[config.mk]
export PLATFORM = sky130hd
export DESIGN_NAME = tws_regs
export DESIGN_NICKNAME = d
export VERILOG_FILES = /design/src/tws_pkg.sv /design/src/tws_regs.sv
export SDC_FILE = /design/constraint.sdc
export NUM_CORES = 1
export LEC_CHECK = 0
export ABC_AREA = 0
export ABC_CLOCK_PERIOD_IN_PS = 9180
export BUFFER_PORTS_ARGS = -buffer_cell sky130_fd_sc_hd__buf_2
export CORE_MARGIN = 5
export CORE_UTILIZATION = 45
export DETAILED_ROUTE_END_ITERATION = 12
export PLACE_DENSITY = 0.66
export SYNTH_ARGS = -nofsm -noshare
export SYNTH_HDL_FRONTEND = slang
export SYNTH_SLANG_ARGS = --single-unit
[constraint.sdc]
create_clock -name i_core_clk -period 9.18 [get_ports i_core_clk]
set_input_delay 0.918 -clock i_core_clk [delete_from_list [all_inputs] [get_ports i_core_clk]]
set_output_delay 0.918 -clock i_core_clk [all_outputs]
set_load 0.02 [all_outputs]
[src/tws_pkg.sv]
// Package for the two-wire slave interrupt, capability and timing registers.
// Assumes a 32-bit register port with byte offsets and a single core clock.
package tws_pkg;
    // ==========================================
    // Register offsets
    localparam logic [7:0] OFF_STATUS_FLAGS     = 8'h18;
    localparam logic [7:0] OFF_INT_ENABLE_SET   = 8'h1c;
    localparam logic [7:0] OFF_INT_ENABLE_CLEAR = 8'h20;
    localparam logic [7:0] OFF_INTERRUPT_MASK   = 8'h24;
    localparam logic [7:0] OFF_STATUS_CLEAR     = 8'h28;
    localparam logic [7:0] OFF_CAPABILITY       = 8'h2c;
    localparam logic [7:0] OFF_MODULE_VERSION   = 8'h30;
    localparam logic [7:0] OFF_FAST_HOLD        = 8'h34;
    localparam logic [7:0] OFF_STD_FAST_SLEW    = 8'h38;
    localparam logic [7:0] OFF_FAST_SLEW        = 8'h3c;

    // ==========================================
    // Field layouts and reset values
    localparam logic [31:0] MASK_BITS       = 32'h00fb_71cb;
    localparam logic [31:0] CLEARABLE_BITS  = 32'h00fb_71c8;
    localparam logic [31:0] LEVEL_BITS      = 32'h0000_0027;
    localparam logic [31:0] ZERO_WORD       = 32'h0000_0000;
    localparam int          HOLD_LSB        = 16;
    localparam int          HOLD_MSB        = 23;
    localparam int          FILTER_LSB      = 28;
    localparam int          FILTER_MSB      = 29;
    localparam int          SLEW_LSB        = 8;
    localparam int          SLEW_MSB        = 9;
    localparam int          DRIVE_LSB       = 0;
    localparam int          DRIVE_MSB       = 2;
    localparam logic [1:0]  FLT_STD_FAST    = 2'h2;
    localparam logic [1:0]  FLT_FAST_PLUS   = 2'h3;
    localparam logic [1:0]  FLT_HIGH_SPEED  = 2'h1;
    localparam int          VERSION_LSB     = 0;
    localparam int          VERSION_MSB     = 11;
    localparam int          VARIANT_LSB     = 16;
    localparam int          VARIANT_MSB     = 19;
    localparam int          SLAVE_INSTANCES = 2;

    // ==========================================
    // Types
    typedef enum logic [1:0] {
        FILT_NONE,
        FILT_STD_FAST,
        FILT_FAST_PLUS,
        FILT_HIGH_SPEED
    } tws_filter_t;

    typedef struct packed {
        logic [1:0] data_slew_limit;
        logic [2:0] data_pulldown_strength;
    } tws_pad_cfg_t;
endpackage

[src/tws_regs.sv]
// Interrupt mask, status clear, capability, version, hold timing and slew
// registers of the two-wire slave. Assumes the slave engine on the same
// clock gives flag events; the bus clock line arrives raw from the pin.

// How it works
// - Enable-set write ones set mask bits
// - Enable-clear write ones clear mask bits
// - Mask one enables source; reset zero
// - Status-clear one clears flag and request
// - Status-clear zero changes nothing
// - Capability bit zero shows high-speed support
// - Version reads fixed number, inert variant
// - High-speed drive delayed by hold count
// - Hold delay times ack and data bits
// - Std filter: 2 std/fast, 3 plus
// - Std register drives slew and pull-down
// - High-speed register: slew, drive, filter 1
// - Only first two instances are slaves
module tws_regs #(
    parameter int          INSTANCE_ID    = 0,
    parameter logic        HS_IMPLEMENTED = 1'b1,
    parameter logic [11:0] VERSION_NUM    = 12'h123,  // Arbitrary value
    parameter logic [3:0]  VARIANT_NUM    = 4'h0      // Arbitrary value
) (
    input  wire logic                  i_core_clk,
    input  wire logic                  i_rst,
    input  wire logic [7:0]            i_addr,
    input  wire logic [31:0]           i_wdata,
    input  wire logic                  i_wr,
    input  wire logic                  i_rd,
    output logic [31:0]                o_rdata,
    input  wire logic [31:0]           i_flag_events,
    input  wire logic [31:0]           i_level_status,
    input  wire logic                  i_hs_mode,
    input  wire logic                  i_drive_pending,
    input  wire logic                  i_bus_clock_line,
    output logic                       o_data_drive,
    output logic                       o_irq,
    output tws_pkg::tws_filter_t       o_filter_mode,
    output tws_pkg::tws_pad_cfg_t      o_pad_cfg
);
    // ==========================================
    // Slave capability of this instance
    // gate slave function
    localparam logic SLAVE_OK = (INSTANCE_ID < tws_pkg::SLAVE_INSTANCES);

    // ==========================================
    // Address decode
    wire logic wr_set_w    = i_wr && (i_addr == tws_pkg::OFF_INT_ENABLE_SET);
    wire logic wr_clr_w    = i_wr && (i_addr == tws_pkg::OFF_INT_ENABLE_CLEAR);
    wire logic wr_scr_w    = i_wr && (i_addr == tws_pkg::OFF_STATUS_CLEAR);
    wire logic wr_hold_w   = i_wr && (i_addr == tws_pkg::OFF_FAST_HOLD);
    wire logic wr_sfslew_w = i_wr && (i_addr == tws_pkg::OFF_STD_FAST_SLEW);
    wire logic wr_hsslew_w = i_wr && (i_addr == tws_pkg::OFF_FAST_SLEW);

    logic [31:0] mask_r;
    logic [31:0] mask_nxt;
    logic [31:0] flags_r;
    logic [31:0] flags_nxt;
    logic [7:0]  hold_r;
    logic [31:0] sfslew_r;
    logic [31:0] hsslew_r;
    logic [31:0] rdata_r;
    logic        irq_r;

    // ==========================================
    // Interrupt mask
    // set on enable write
    assign mask_nxt = wr_set_w ? (mask_r | (i_wdata & tws_pkg::MASK_BITS)) :
                      wr_clr_w ? (mask_r & ~i_wdata) : mask_r;

    always_ff @(posedge i_core_clk or posedge i_rst) begin
        if (i_rst) begin
            mask_r <= tws_pkg::ZERO_WORD;
        end else begin
            mask_r <= SLAVE_OK ? mask_nxt : tws_pkg::ZERO_WORD;
        end
    end

    // ==========================================
    // Sticky status flags
    // clear on written one
    wire logic [31:0] scr_clear_w = wr_scr_w ? i_wdata : tws_pkg::ZERO_WORD;
    assign flags_nxt = ((flags_r & ~scr_clear_w) | i_flag_events) & tws_pkg::CLEARABLE_BITS;

    always_ff @(posedge i_core_clk or posedge i_rst) begin
        if (i_rst) begin
            flags_r <= tws_pkg::ZERO_WORD;
        end else begin
            flags_r <= SLAVE_OK ? flags_nxt : tws_pkg::ZERO_WORD;
        end
    end

    wire logic [31:0] level_w  = i_level_status & tws_pkg::LEVEL_BITS;
    wire logic [31:0] status_w = flags_r | level_w;

    // ==========================================
    // Interrupt line
    // unmasked flag raises line
    wire logic irq_nxt_w = |((flags_nxt | level_w) & mask_nxt);

    always_ff @(posedge i_core_clk or posedge i_rst) begin
        if (i_rst) begin
            irq_r <= 1'b0;
        end else begin
            irq_r <= SLAVE_OK && irq_nxt_w;
        end
    end

    // ==========================================
    // Timing and slew registers
    always_ff @(posedge i_core_clk or posedge i_rst) begin
        if (i_rst) begin
            hold_r <= 8'h00;
        end else if (wr_hold_w) begin
            hold_r <= i_wdata[tws_pkg::HOLD_MSB:tws_pkg::HOLD_LSB];
        end
    end

    always_ff @(posedge i_core_clk or posedge i_rst) begin
        if (i_rst) begin
            sfslew_r <= tws_pkg::ZERO_WORD;
        end else if (wr_sfslew_w) begin
            sfslew_r <= i_wdata;
        end
    end

    always_ff @(posedge i_core_clk or posedge i_rst) begin
        if (i_rst) begin
            hsslew_r <= tws_pkg::ZERO_WORD;
        end else if (wr_hsslew_w) begin
            hsslew_r <= i_wdata;
        end
    end

    // ==========================================
    // Pad configuration and filter selection
    wire logic [1:0] sf_filt_w = sfslew_r[tws_pkg::FILTER_MSB:tws_pkg::FILTER_LSB];
    wire logic [1:0] hs_filt_w = hsslew_r[tws_pkg::FILTER_MSB:tws_pkg::FILTER_LSB];

    tws_pkg::tws_filter_t filt_w;
    assign filt_w = i_hs_mode ? ((hs_filt_w == tws_pkg::FLT_HIGH_SPEED) ?
                                 tws_pkg::FILT_HIGH_SPEED : tws_pkg::FILT_NONE) :
                    (sf_filt_w == tws_pkg::FLT_STD_FAST)  ? tws_pkg::FILT_STD_FAST :
                    (sf_filt_w == tws_pkg::FLT_FAST_PLUS) ? tws_pkg::FILT_FAST_PLUS :
                    tws_pkg::FILT_NONE;

    wire logic [31:0] slew_src_w = i_hs_mode ? hsslew_r : sfslew_r;
    tws_pkg::tws_pad_cfg_t pad_w;
    assign pad_w.data_slew_limit        = slew_src_w[tws_pkg::SLEW_MSB:tws_pkg::SLEW_LSB];
    assign pad_w.data_pulldown_strength = slew_src_w[tws_pkg::DRIVE_MSB:tws_pkg::DRIVE_LSB];

    tws_pkg::tws_filter_t  filt_r;
    tws_pkg::tws_pad_cfg_t pad_r;

    always_ff @(posedge i_core_clk or posedge i_rst) begin
        if (i_rst) begin
            filt_r <= tws_pkg::FILT_NONE;
            pad_r  <= '0;
        end else begin
            filt_r <= filt_w;
            pad_r  <= pad_w;
        end
    end

    // ==========================================
    // Bus clock line synchroniser and fall detect
    logic scl_meta_r;
    logic scl_sync_r;
    logic scl_prev_r;

    always_ff @(posedge i_core_clk or posedge i_rst) begin
        if (i_rst) begin
            scl_meta_r <= 1'b1;
            scl_sync_r <= 1'b1;
            scl_prev_r <= 1'b1;
        end else begin
            scl_meta_r <= i_bus_clock_line;
            scl_sync_r <= scl_meta_r;
            scl_prev_r <= scl_sync_r;
        end
    end

    wire logic scl_fall_w = scl_prev_r && !scl_sync_r;

    // ==========================================
    // Data hold counter
    logic [7:0] hold_cnt_r;
    logic       hold_busy_r;
    logic       drive_r;

    wire logic start_w  = SLAVE_OK && scl_fall_w && i_drive_pending;
    wire logic expire_w = hold_busy_r && (hold_cnt_r == 8'h00);

    always_ff @(posedge i_core_clk or posedge i_rst) begin
        if (i_rst) begin
            hold_cnt_r  <= 8'h00;
            hold_busy_r <= 1'b0;
            drive_r     <= 1'b0;
        end else begin
            drive_r <= start_w ? !i_hs_mode : expire_w;
            if (start_w) begin
                hold_cnt_r  <= hold_r;
                hold_busy_r <= i_hs_mode;
            end else if (hold_busy_r) begin
                hold_cnt_r  <= hold_cnt_r - 8'h01;
                hold_busy_r <= !expire_w;
            end
        end
    end

    // ==========================================
    // Read mux
    wire logic [31:0] cap_w = {31'h0000_0000, HS_IMPLEMENTED};
    wire logic [31:0] ver_w = {12'h000, VARIANT_NUM, 4'h0, VERSION_NUM};
    wire logic [31:0] hold_word_w = {8'h00, hold_r, 16'h0000};

    wire logic [31:0] rd_sel_w =
        !SLAVE_OK                                ? tws_pkg::ZERO_WORD :
        (i_addr == tws_pkg::OFF_STATUS_FLAGS)    ? status_w :
        (i_addr == tws_pkg::OFF_INTERRUPT_MASK)  ? mask_r :
        (i_addr == tws_pkg::OFF_CAPABILITY)      ? cap_w :
        (i_addr == tws_pkg::OFF_MODULE_VERSION)  ? ver_w :
        (i_addr == tws_pkg::OFF_FAST_HOLD)       ? hold_word_w :
        (i_addr == tws_pkg::OFF_STD_FAST_SLEW)   ? sfslew_r :
        (i_addr == tws_pkg::OFF_FAST_SLEW)       ? hsslew_r :
        tws_pkg::ZERO_WORD;

    always_ff @(posedge i_core_clk or posedge i_rst) begin
        if (i_rst) begin
            rdata_r <= tws_pkg::ZERO_WORD;
        end else begin
            rdata_r <= i_rd ? rd_sel_w : tws_pkg::ZERO_WORD;
        end
    end

    assign o_rdata       = rdata_r;
    assign o_irq         = irq_r;
    assign o_data_drive  = drive_r;
    assign o_filter_mode = filt_r;
    assign o_pad_cfg     = pad_r;
endmodule

==> results.py, run 1 <==
metrics = {
    "status": {
        "run_status": "finished, final reports clean",
    },
    "sta": {
        "setup_slack_ns": 5.70,
        "setup-tns-final_ns": 0,
        "hold_viol": 0,
        "drv_slew": 0,
        "tightest_slew_ns": 1.03,
        "slew_headroom": 0.313,
        "fin_crit_ns": 3.48,
        "clock_skew_ns": 0.00842,
        "rsz0062_at_grt": "false",
        "finalSetupViolCount": 0,
        "fin_crit_sh": 0.379,
        "fmax_ghz": 0.288,
    },
    "yosys": {
        "yosysTopAreaCell": "dfrtp_1",
        "ys_seq_area_frac": 0.607,
        "synth_edf_count": 0,
        "synthArstFlopShare": 1.00,
        "synth_area_leaders": "dfrtp_1 (60%), mux2_2 (11%), a21oi_1 (3.1%), a222oi_1 (3.0%), a22oi_1 (3.0%)",
        "synth-xor-area-share": 0.00869,
        "netlist_area_mm2": 0.00705,
        "synthCells": 551,
        "ys.flop_type": "dfrtp_1",
        "synth-compound-area-share": 0.155,
        "synth_mux_area_frac": 0.125,
        "ys_ff_latch": 171,
        "yosysTopAreaCellShare": 0.596,
        "synth.distinct_cells": 46,
        "syn_nets": 663,
        "synth_warnings": 0,
        "synthSimpleGateAreaFrac": 0.0726,
        "avgSynthCellArea_um2": 12.8,
        "synth_fa_ha_area_frac": 0.00177,
        "synth_top_family_by_area": "compound AO/OA/AOI/OAI gates",
    },
    "power": {
        "powerDensity_mw_per_mm2": 198,
        "peakVddDrop_uv": 141,
        "leakage_nw": 4.01,
    },
    "floorplanning": {
        "die_y_um": 135,
        "start_util": 0.460,
        "rows": 45,
        "ioPinCount": 152,
        "die_area_mm2": 0.0183,
        "die_w_um": 135,
        "core_region_area_mm2": 0.0153,
    },
    "placement": {
        "portBuffers": 105,
        "pre_cts_slack_ns": 5.32,
        "hpwl_um": 11600,
        "globalplace.congestion": 0.808,
    },
    "critical_path": {
        "cp-start-kind": "primary input",
        "critPathSlowestCell": "and3_1",
        "critPathTopFamily": "simple AND/OR/NAND/NOR gates",
        "cp_slowest_stage_delay_ns": 0.75,
        "arrival_ns": 3.76,
        "worstReg2RegEnd": "o_irq",
        "cp_cell_sequence": "buf_2 > nor4_2 > and3_1 > a21oi_1 > a22o_1 > a2111oi_0 > nand4_1",
        "reg2reg_slack_ns": 6.99,
        "critPathBufInv": 1,
        "critPathCaptureType": "flop",
        "cp_max_fo": 16,
        "required_ns": 9.46,
        "r2r_cells": 6,
        "worstReg2RegStart": "mask_r[5]",
        "crit_type": "primary input to flop",
    },
    "clock_network": {
        "clock_sinks": 171,
        "cts_buffers": 17,
        "clk_pin_slew_ns": 0.06,
        "root_buffer": "clkbuf_16",
        "cts_max_level": 4,
        "cts_tree": "yes",
        "clock_latency_ns": 0.43,
        "cts_hold_buffers": 0,
        "cts_buffer_depth": 2,
        "cts_resized": 0,
        "post-cts-setup-buffers": 0,
    },
    "layout": {
        "syn2layout_area_growth_pct": 18.0,
        "layout_common_cells": "dfrtp_1 (168), buf_2 (105), mux2_2 (66)",
        "final_core_util": 0.543,
        "diodes": 0,
        "num-nets-final": 760,
        "final_common_cell": "dfrtp_1",
        "drive_above_1_share": 0.333,
    },
    "global_routing": {
        "grt_pass1_wl_um": 28700,
        "first_global_vias": 5300,
        "grt-ovfl-total": 0,
        "grt_usage": 0.206,
        "grt_max_degree": 89,
        "grt_antenna_before_repair": 4,
    },
    "min_path": {
        "holdPathEnd": "scl_sync_r",
        "hold_path_startpoint": "scl_meta_r",
        "holdCritPathClass": "flop to flop",
        "whs_path_depth": 0,
    },
    "detailed_routing": {
        "viasPerCell": 5.83,
        "via_count": 5076,
        "first_pass_iters": 6,
        "routed_wl_um": 18200,
        "drtIter0Drc": 546,
        "ant_nets": 0,
        "avgRoutedWirePerCell_um": 20.8,
        "drc_errors": 0,
    },
    "job": {
        "max_cap_viol_count": 0,
    },
}
[worst max path at each step]
stage	startpoint	to	slack [ns]	cells after the start
floorplan	i_rst	flags_r[12]	3.64	1
global placement	i_addr[1]	o_irq	5.41	7
detailed placement	i_addr[1]	o_irq	5.32	7
CTS	i_addr[1]	o_irq	5.76	7
global route	i_addr[1]	o_irq	5.56	7
finish	i_addr[1]	o_irq	5.70	7
[synthesized netlist by cell type, types with 11 or more instances]
| cell type | instances |
|---|---|
| mux2_1 | 12 |
| nor2_1 | 28 |
| a21boi_1 | 15 |
| a222oi_1 | 21 |
| a21oi_1 | 44 |
| mux2_2 | 66 |
| inv_1 | 11 |
| clkbuf_1 | 20 |
| dfrtp_1 | 168 |
| a21o_1 | 13 |
| a21boi_0 | 14 |
| nand2_1 | 23 |
| a22oi_1 | 28 |
[kinds of logic (layout without fill, tap and decap cells)]
family | after synthesis | in the layout
AND/OR/NAND/NOR | 92 | 92
AO/OA/AOI/OAI | 155 | 155
multiplexers | 78 | 78
buffers and inverters | 47 | 156
adder cells (fa/ha/maj) | 1 | 1
flip-flops | 171 | 171
XOR/XNOR | 7 | 7
[layout make-up]
class | count | area (um2)
Sequential cell | 171 | 4280
Clock buffer | 20 | 447
Multi-Input combinational cell | 333 | 2570
Fill cell | 1285 | 6990
Clock inverter | 11 | 121
Timing Repair Buffer | 114 | 593
Tap cell | 211 | 264
Inverter | 11 | 46.3
[power breakdown]
group          switching [mW]  total, mW  internal, mW
registers              0.0276      0.820         0.792
clock network           0.292      0.698         0.406
logic                  0.0702      0.125        0.0551
total                   0.390       1.64          1.25
[metal layers]
layer / track usage / vias to the layer above / part of all wire
li1: - / 2235 / -
met1: 0.270 / 2585 / 0.41
met2: 0.326 / 213 / 0.49
met3: 0.0591 / 35 / 0.076
met4: 0.0778 / 8 / 0.020
met5: 0 / - / 0.0025
[flip-flops by register name, indices dropped and copies added, names as in the netlist]
name           count
o_irq              1
o_rdata           32
hold_busy_r        1
hold_cnt_r         8
hsslew_r          32
scl_sync_r         1
hold_r             8
flags_r           14
o_pad_cfg          5
o_data_drive       1
mask_r            32
o_filter_mode      2
sfslew_r          32
scl_prev_r         1
scl_meta_r         1
[through the flow]
step	instance area, um2	instances	hold WS, ns	power [mW]
6_report	8320	871	0.355	1.64
5_1_grt	8320	871	0.357	1.71
4_1_cts	8320	871	0.356	1.65
3_5_place_dp	7750	840	0.347	0.959
3_3_place_gp	7750	840	0.348	0.951
2_1_floorplan	7050	551	0.345	0.908
Note: power is estimated with default switching activity, not from simulation.
==> run 2: changes to the inputs <==
--- a/config.mk
+++ b/config.mk
@@ -6,7 +6,7 @@
 export NUM_CORES = 1
 export LEC_CHECK = 0
 export ABC_AREA = 0
-export ABC_CLOCK_PERIOD_IN_PS = 9180
+export ABC_CLOCK_PERIOD_IN_PS = 3500
 export BUFFER_PORTS_ARGS = -buffer_cell sky130_fd_sc_hd__buf_2
 export CORE_MARGIN = 5
 export CORE_UTILIZATION = 45
==> constraint.sdc (replaced) <==
create_clock -name i_core_clk -period 3.5 [get_ports i_core_clk]
set_input_delay 0.35 -clock i_core_clk [delete_from_list [all_inputs] [get_ports i_core_clk]]
set_output_delay 0.35 -clock i_core_clk [all_outputs]
set_load 0.02 [all_outputs]
==> results.py, run 2 (synthesis results as in run 1) <==
metrics = {
    "power": {
        "peakVddDrop_uv": 363,
        "powerDensity_mw_per_mm2": 525,
        "total_power_mw": 4.40,
        "seqPwrFrac": 0.488,
        "intPower_mw": 3.38,
        "leakage_nw": 4.05,
        "p_switching_mw": 1.02,
        "clkPwrFrac": 0.435,
        "pwr-share-comb": 0.077,
        "p_sw_frac": 0.231,
    },
    "critical_path": {
        "arrival_ns": 2.80,
        "cp_cell_sequence": "buf_2 > nor4_2 > and3_1 > buf_4 > a21oi_1 > a22o_1 > a2111oi_0 > buf_4 > nand4_1",
        "required_ns": 3.78,
        "crit_top_cell": "buf_4",
        "r2r_cells": 7,
        "critPathSlowestCell": "a2111oi_0",
        "cp_slowest_stage_delay_ns": 0.59,
        "cp_max_fo": 17,
        "crit_type": "primary input to flop",
        "cp-start-kind": "primary input",
        "critPathCaptureType": "flop",
    },
    "min_path": {
        "holdCritPathClass": "primary input to flop",
        "whs_path_depth": 1,
    },
    "clock_network": {
        "cts_resized": 0,
        "post-cts-setup-buffers": 0,
        "cts_max_level": 4,
        "cts_buffers": 17,
        "clock_latency_ns": 0.43,
        "cts_buffer_depth": 2,
        "cts_tree": "yes",
        "clock_sinks": 171,
        "cts_hold_buffers": 0,
        "root_buffer": "clkbuf_16",
        "clk_pin_slew_ns": 0.06,
    },
    "detailed_routing": {
        "drtIter0Drc": 452,
        "viasPerCell": 5.72,
        "drc_errors": 0,
        "avgRoutedWirePerCell_um": 20.5,
        "via_count": 5004,
        "routed_wl_um": 18000,
        "first_pass_iters": 5,
        "ant_nets": 0,
    },
    "sta": {
        "tightest_slew_ns": 1.03,
        "hold_viol": 0,
        "fmax_ghz": 0.396,
        "rsz0062_at_grt": "false",
        "setup-tns-final_ns": 0,
        "fin_crit_sh": 0.722,
        "clock_skew_ns": 0.00984,
        "fin_crit_ns": 2.53,
        "drv_slew": 0,
        "slew_headroom": 0.316,
        "finalSetupViolCount": 0,
    },
    "layout": {
        "layout_common_cells": "dfrtp_1 (168), buf_2 (105), mux2_2 (66)",
        "postLayoutCellArea_mm2": 0.00839,
        "final_common_cell": "dfrtp_1",
        "syn2layout_area_growth_pct": 19.0,
        "num-nets-final": 763,
        "final_cells": 875,
        "diodes": 0,
        "drive_above_1_share": 0.337,
    },
    "placement": {
        "place_area_mm2": 0.00779,
        "place_inst": 843,
        "portBuffers": 105,
        "hpwl_um": 11300,
        "globalplace.congestion": 0.818,
    },
    "global_routing": {
        "grt_max_degree": 172,
        "grt_antenna_before_repair": 1,
        "grt_pass1_wl_um": 28900,
        "first_global_vias": 5249,
        "grt-ovfl-total": 0,
        "grt_usage": 0.204,
    },
    "floorplanning": {
        "die_area_mm2": 0.0183,
        "ioPinCount": 152,
        "die_w_um": 135,
        "start_util": 0.460,
        "die_y_um": 135,
        "rows": 45,
        "core_region_area_mm2": 0.0153,
    },
    "job": {
        "max_cap_viol_count": 0,
    },
    "status": {
        "run_status": "finished, final reports clean",
    },
}
run 2: cell types whose count changed in the layout (fill, tap and decap cells not counted), sizes merged:
cell / previous run / this run
clkbuf: 20 / 21
clkinvlp: 2 / 3
buf: 114 / 117
bufinv: 2 / 3
inv: 12 / 11
clkinv: 6 / 5
run 2: worst max-delay path, delay by kind of cell:
kind                   cells  cell delay [ns]
and+or+nand+nor            3             0.89
AOI/OAI and AO/OA          3             0.96
buffers and inverters      3             0.59
run 2: path summary, 6_finish.rpt:
path / start / slack [ns] / endpoint
max: i_addr[1] / 0.97 / o_irq
min reg2reg: scl_meta_r / 0.36 / scl_sync_r
min in group asynchronous: i_rst / 0.10 / o_rdata[17]
max in group asynchronous: i_rst / 2.57 / o_rdata[15]
min: i_bus_clock_line / 0.03 / scl_meta_r
max reg2reg: mask_r[5] / 1.35 / o_irq
run 2: final cells by class:
class                      count  area (um2)
fill                        1297        6930
clock buffer                  21         460
inverter                      11        45.0
sequential                   171        4280
tap                          211         264
multi-input combinational    333        2570
timing repair buffer         117         628
clock inverter                11         143
run 2: power groups by stage:
stage	Sequential (mW)	Clock (mW)	Combinational, mW
detailed placement	2.18	0	0.336
floorplan	2.17	0	0.212
global placement	2.18	0	0.321
global route	2.16	2.03	0.380
finish	2.15	1.92	0.337
CTS	2.15	1.95	0.342
run 2: through the flow:
stage | hold WS [ns] | setup slack [ns] | utilization
after floorplan | 0.345 | 0.970 | -
after global placement | 0.349 | 0.492 | 0.508
after detailed placement | 0.348 | 0.522 | 0.508
after CTS | 0.0184 | 0.951 | 0.548
after global routing | 0.0148 | 0.783 | 0.548
final | 0.0317 | 0.972 | 0.548
run 2: layer usage:
metal  wire (um)  vias to the layer above  part of all wire  track usage
li1            -                     2238                 -            -
met1        7600                     2554              0.42        0.271
met2        8860                      180              0.49        0.331
met3        1200                       30             0.066       0.0527
met4         310                        2             0.017       0.0638
met5           7                        -           0.00039            0
==> run 3: changes to the inputs <==
--- a/config.mk
+++ b/config.mk
@@ -6,12 +6,12 @@
 export NUM_CORES = 1
 export LEC_CHECK = 0
 export ABC_AREA = 0
-export ABC_CLOCK_PERIOD_IN_PS = 3500
+export ABC_CLOCK_PERIOD_IN_PS = 2300
 export BUFFER_PORTS_ARGS = -buffer_cell sky130_fd_sc_hd__buf_2
 export CORE_MARGIN = 5
 export CORE_UTILIZATION = 45
 export DETAILED_ROUTE_END_ITERATION = 12
-export PLACE_DENSITY = 0.66
+export PLACE_DENSITY = 0.69
 export SYNTH_ARGS = -nofsm -noshare
 export SYNTH_HDL_FRONTEND = slang
 export SYNTH_SLANG_ARGS = --single-unit
==> constraint.sdc (replaced) <==
create_clock -name i_core_clk -period 2.3 [get_ports i_core_clk]
set_input_delay 0.23 -clock i_core_clk [delete_from_list [all_inputs] [get_ports i_core_clk]]
set_output_delay 0.23 -clock i_core_clk [all_outputs]
set_load 0.02 [all_outputs]
==> results.py, run 3 (synthesis results as in run 1) <==
metrics = {
    "floorplanning": {
        "core_region_area_mm2": 0.0153,
        "start_util": 0.460,
        "ioPinCount": 152,
        "die_area_mm2": 0.0183,
        "die_w_um": 135,
        "die_y_um": 135,
        "rows": 45,
    },
    "job": {
        "max_cap_viol_count": 0,
    },
    "clock_network": {
        "clock_sinks": 171,
        "cts_buffer_depth": 2,
        "cts_max_level": 4,
        "root_buffer": "clkbuf_16",
        "cts_tree": "yes",
        "cts_buffers": 17,
        "post-cts-setup-buffers": 0,
        "clock_latency_ns": 0.43,
        "clk_pin_slew_ns": 0.06,
    },
    "global_routing": {
        "grt_pass1_wl_um": 29700,
        "first_global_vias": 5519,
        "grt-ovfl-total": 0,
        "grt_usage": 0.210,
        "grt_max_degree": 57,
        "grt_antenna_before_repair": 1,
    },
    "detailed_routing": {
        "routed_wl_um": 18300,
        "wl_met3_um": 1310,
        "via_count": 5239,
        "first_pass_iters": 6,
        "drtIter0Drc": 473,
        "avgRoutedWirePerCell_um": 19.9,
        "viasPerCell": 5.69,
        "highest_layer": "met5",
        "ant_nets": 0,
        "m1WireLength_um": 8020,
        "met2_length_um": 8730,
        "drc_errors": 0,
    },
    "layout": {
        "drive_above_1_share": 0.372,
        "diodes": 0,
        "num-nets-final": 810,
        "layout_common_cells": "dfrtp_1 (168), buf_2 (105), mux2_2 (66)",
        "postLayoutCellArea_mm2": 0.00879,
        "syn2layout_area_growth_pct": 24.7,
        "final_common_cell": "dfrtp_1",
    },
    "critical_path": {
        "required_ns": 2.59,
        "critPathCaptureType": "flop",
        "critPathBufInv": 4,
        "cp_max_fo": 8,
        "crit_top_cell": "buf_4",
        "cp_cell_sequence": "buf_2 > nor4b_2 > buf_4 > and3_1 > buf_4 > a31oi_1 > a22o_1 > a2111oi_0 > buf_4 > nand4_1",
        "critPathTopFamily": "compound AO/OA/AOI/OAI gates",
        "cp-start-kind": "primary input",
        "critPathSlowestCell": "a2111oi_0",
        "cp_slowest_stage_delay_ns": 0.49,
        "arrival_ns": 2.34,
        "crit_type": "primary input to flop",
    },
    "sta": {
        "tightest_slew_ns": 0.605,
        "fin_crit_sh": 0.894,
        "fmax_ghz": 0.486,
        "slew_headroom": 0.586,
        "rsz0062_at_grt": "false",
        "clock_skew_ns": 0.00786,
        "finalSetupViolCount": 0,
        "drv_slew": 0,
        "hold_viol": 0,
        "fin_crit_ns": 2.06,
    },
    "power": {
        "peakVddDrop_uv": 585,
        "leakage_nw": 4.29,
        "total_power_mw": 6.72,
        "powerDensity_mw_per_mm2": 764,
    },
    "placement": {
        "globalplace.congestion": 0.855,
        "place_area_mm2": 0.00814,
        "hpwl_um": 12600,
        "portBuffers": 105,
    },
    "min_path": {
        "holdCritPathClass": "primary input to flop",
    },
    "status": {
        "run_status": "finished, final reports clean",
    },
}
-- run 3: cell types whose count changed in the layout (fill, tap and decap cells not counted), sizes merged --
cell	previous run	this run
buf	117	158
clkbuf	21	19
clkinv	5	6
clkinvlp	3	2
dlygate4sd3	0	6
-- run 3: metal layers --
layer,track usage,vias up
li1,-,2340
met1,0.292,2657
met2,0.328,210
met3,0.0583,30
met4,0.0571,2
met5,0,-
-- run 3: what timing repair did --
item                                   4_1_cts  5_1_grt
gates resized for setup                      0        0
hold buffers                                 6        0
endpoints found under the hold margin       14        0
-- run 3: through the flow --
| step | std cells | TNS, ns | hold slack [ns] | util | setup slack (ns) |
|---|---|---|---|---|---|
| finish | 920 | 0 | 0.0155 | 0.574 | 0.243 |
| global route | 920 | 0 | 0.0114 | 0.574 | 0.0234 |
| CTS | 920 | 0 | 0.000119 | 0.574 | 0.191 |
| detailed placement | 884 | -0.239 | 0.242 | 0.532 | -0.239 |
| global placement | 884 | -0.220 | 0.234 | 0.532 | -0.220 |
| floorplan | 551 | -18.52 | 0.234 | - | -0.110 |
-- run 3: worst paths after layout --
kind / from / to / slack (ns) / depth (start not counted)
min: i_wdata[11] / mask_r[11] / 0.02 / 2
min reg2reg: scl_meta_r / scl_sync_r / 0.36 / 0
max in group asynchronous: i_rst / mask_r[27] / 1.32 / 4
max: i_addr[7] / o_irq / 0.24 / 10
max reg2reg: mask_r[5] / o_irq / 0.34 / 8
min in group asynchronous: i_rst / o_rdata[19] / 0.34 / 3
-- run 3: final cells by class --
class / instances / area [um2]
Sequential cell: 171 / 4280
Clock buffer: 19 / 443
Timing Repair Buffer: 164 / 1050
Tap cell: 211 / 264
Fill cell: 1303 / 6520
Inverter: 11 / 45.0
Clock inverter: 11 / 146
Multi-Input combinational cell: 333 / 2570
-- run 3: where the power goes --
group / total (mW) / internal, mW / switching [mW]
combinational: 0.554 / 0.258 / 0.296
sequential: 3.27 / 3.16 / 0.111
clock: 2.89 / 1.73 / 1.16
total: 6.72 / 5.15 / 1.57
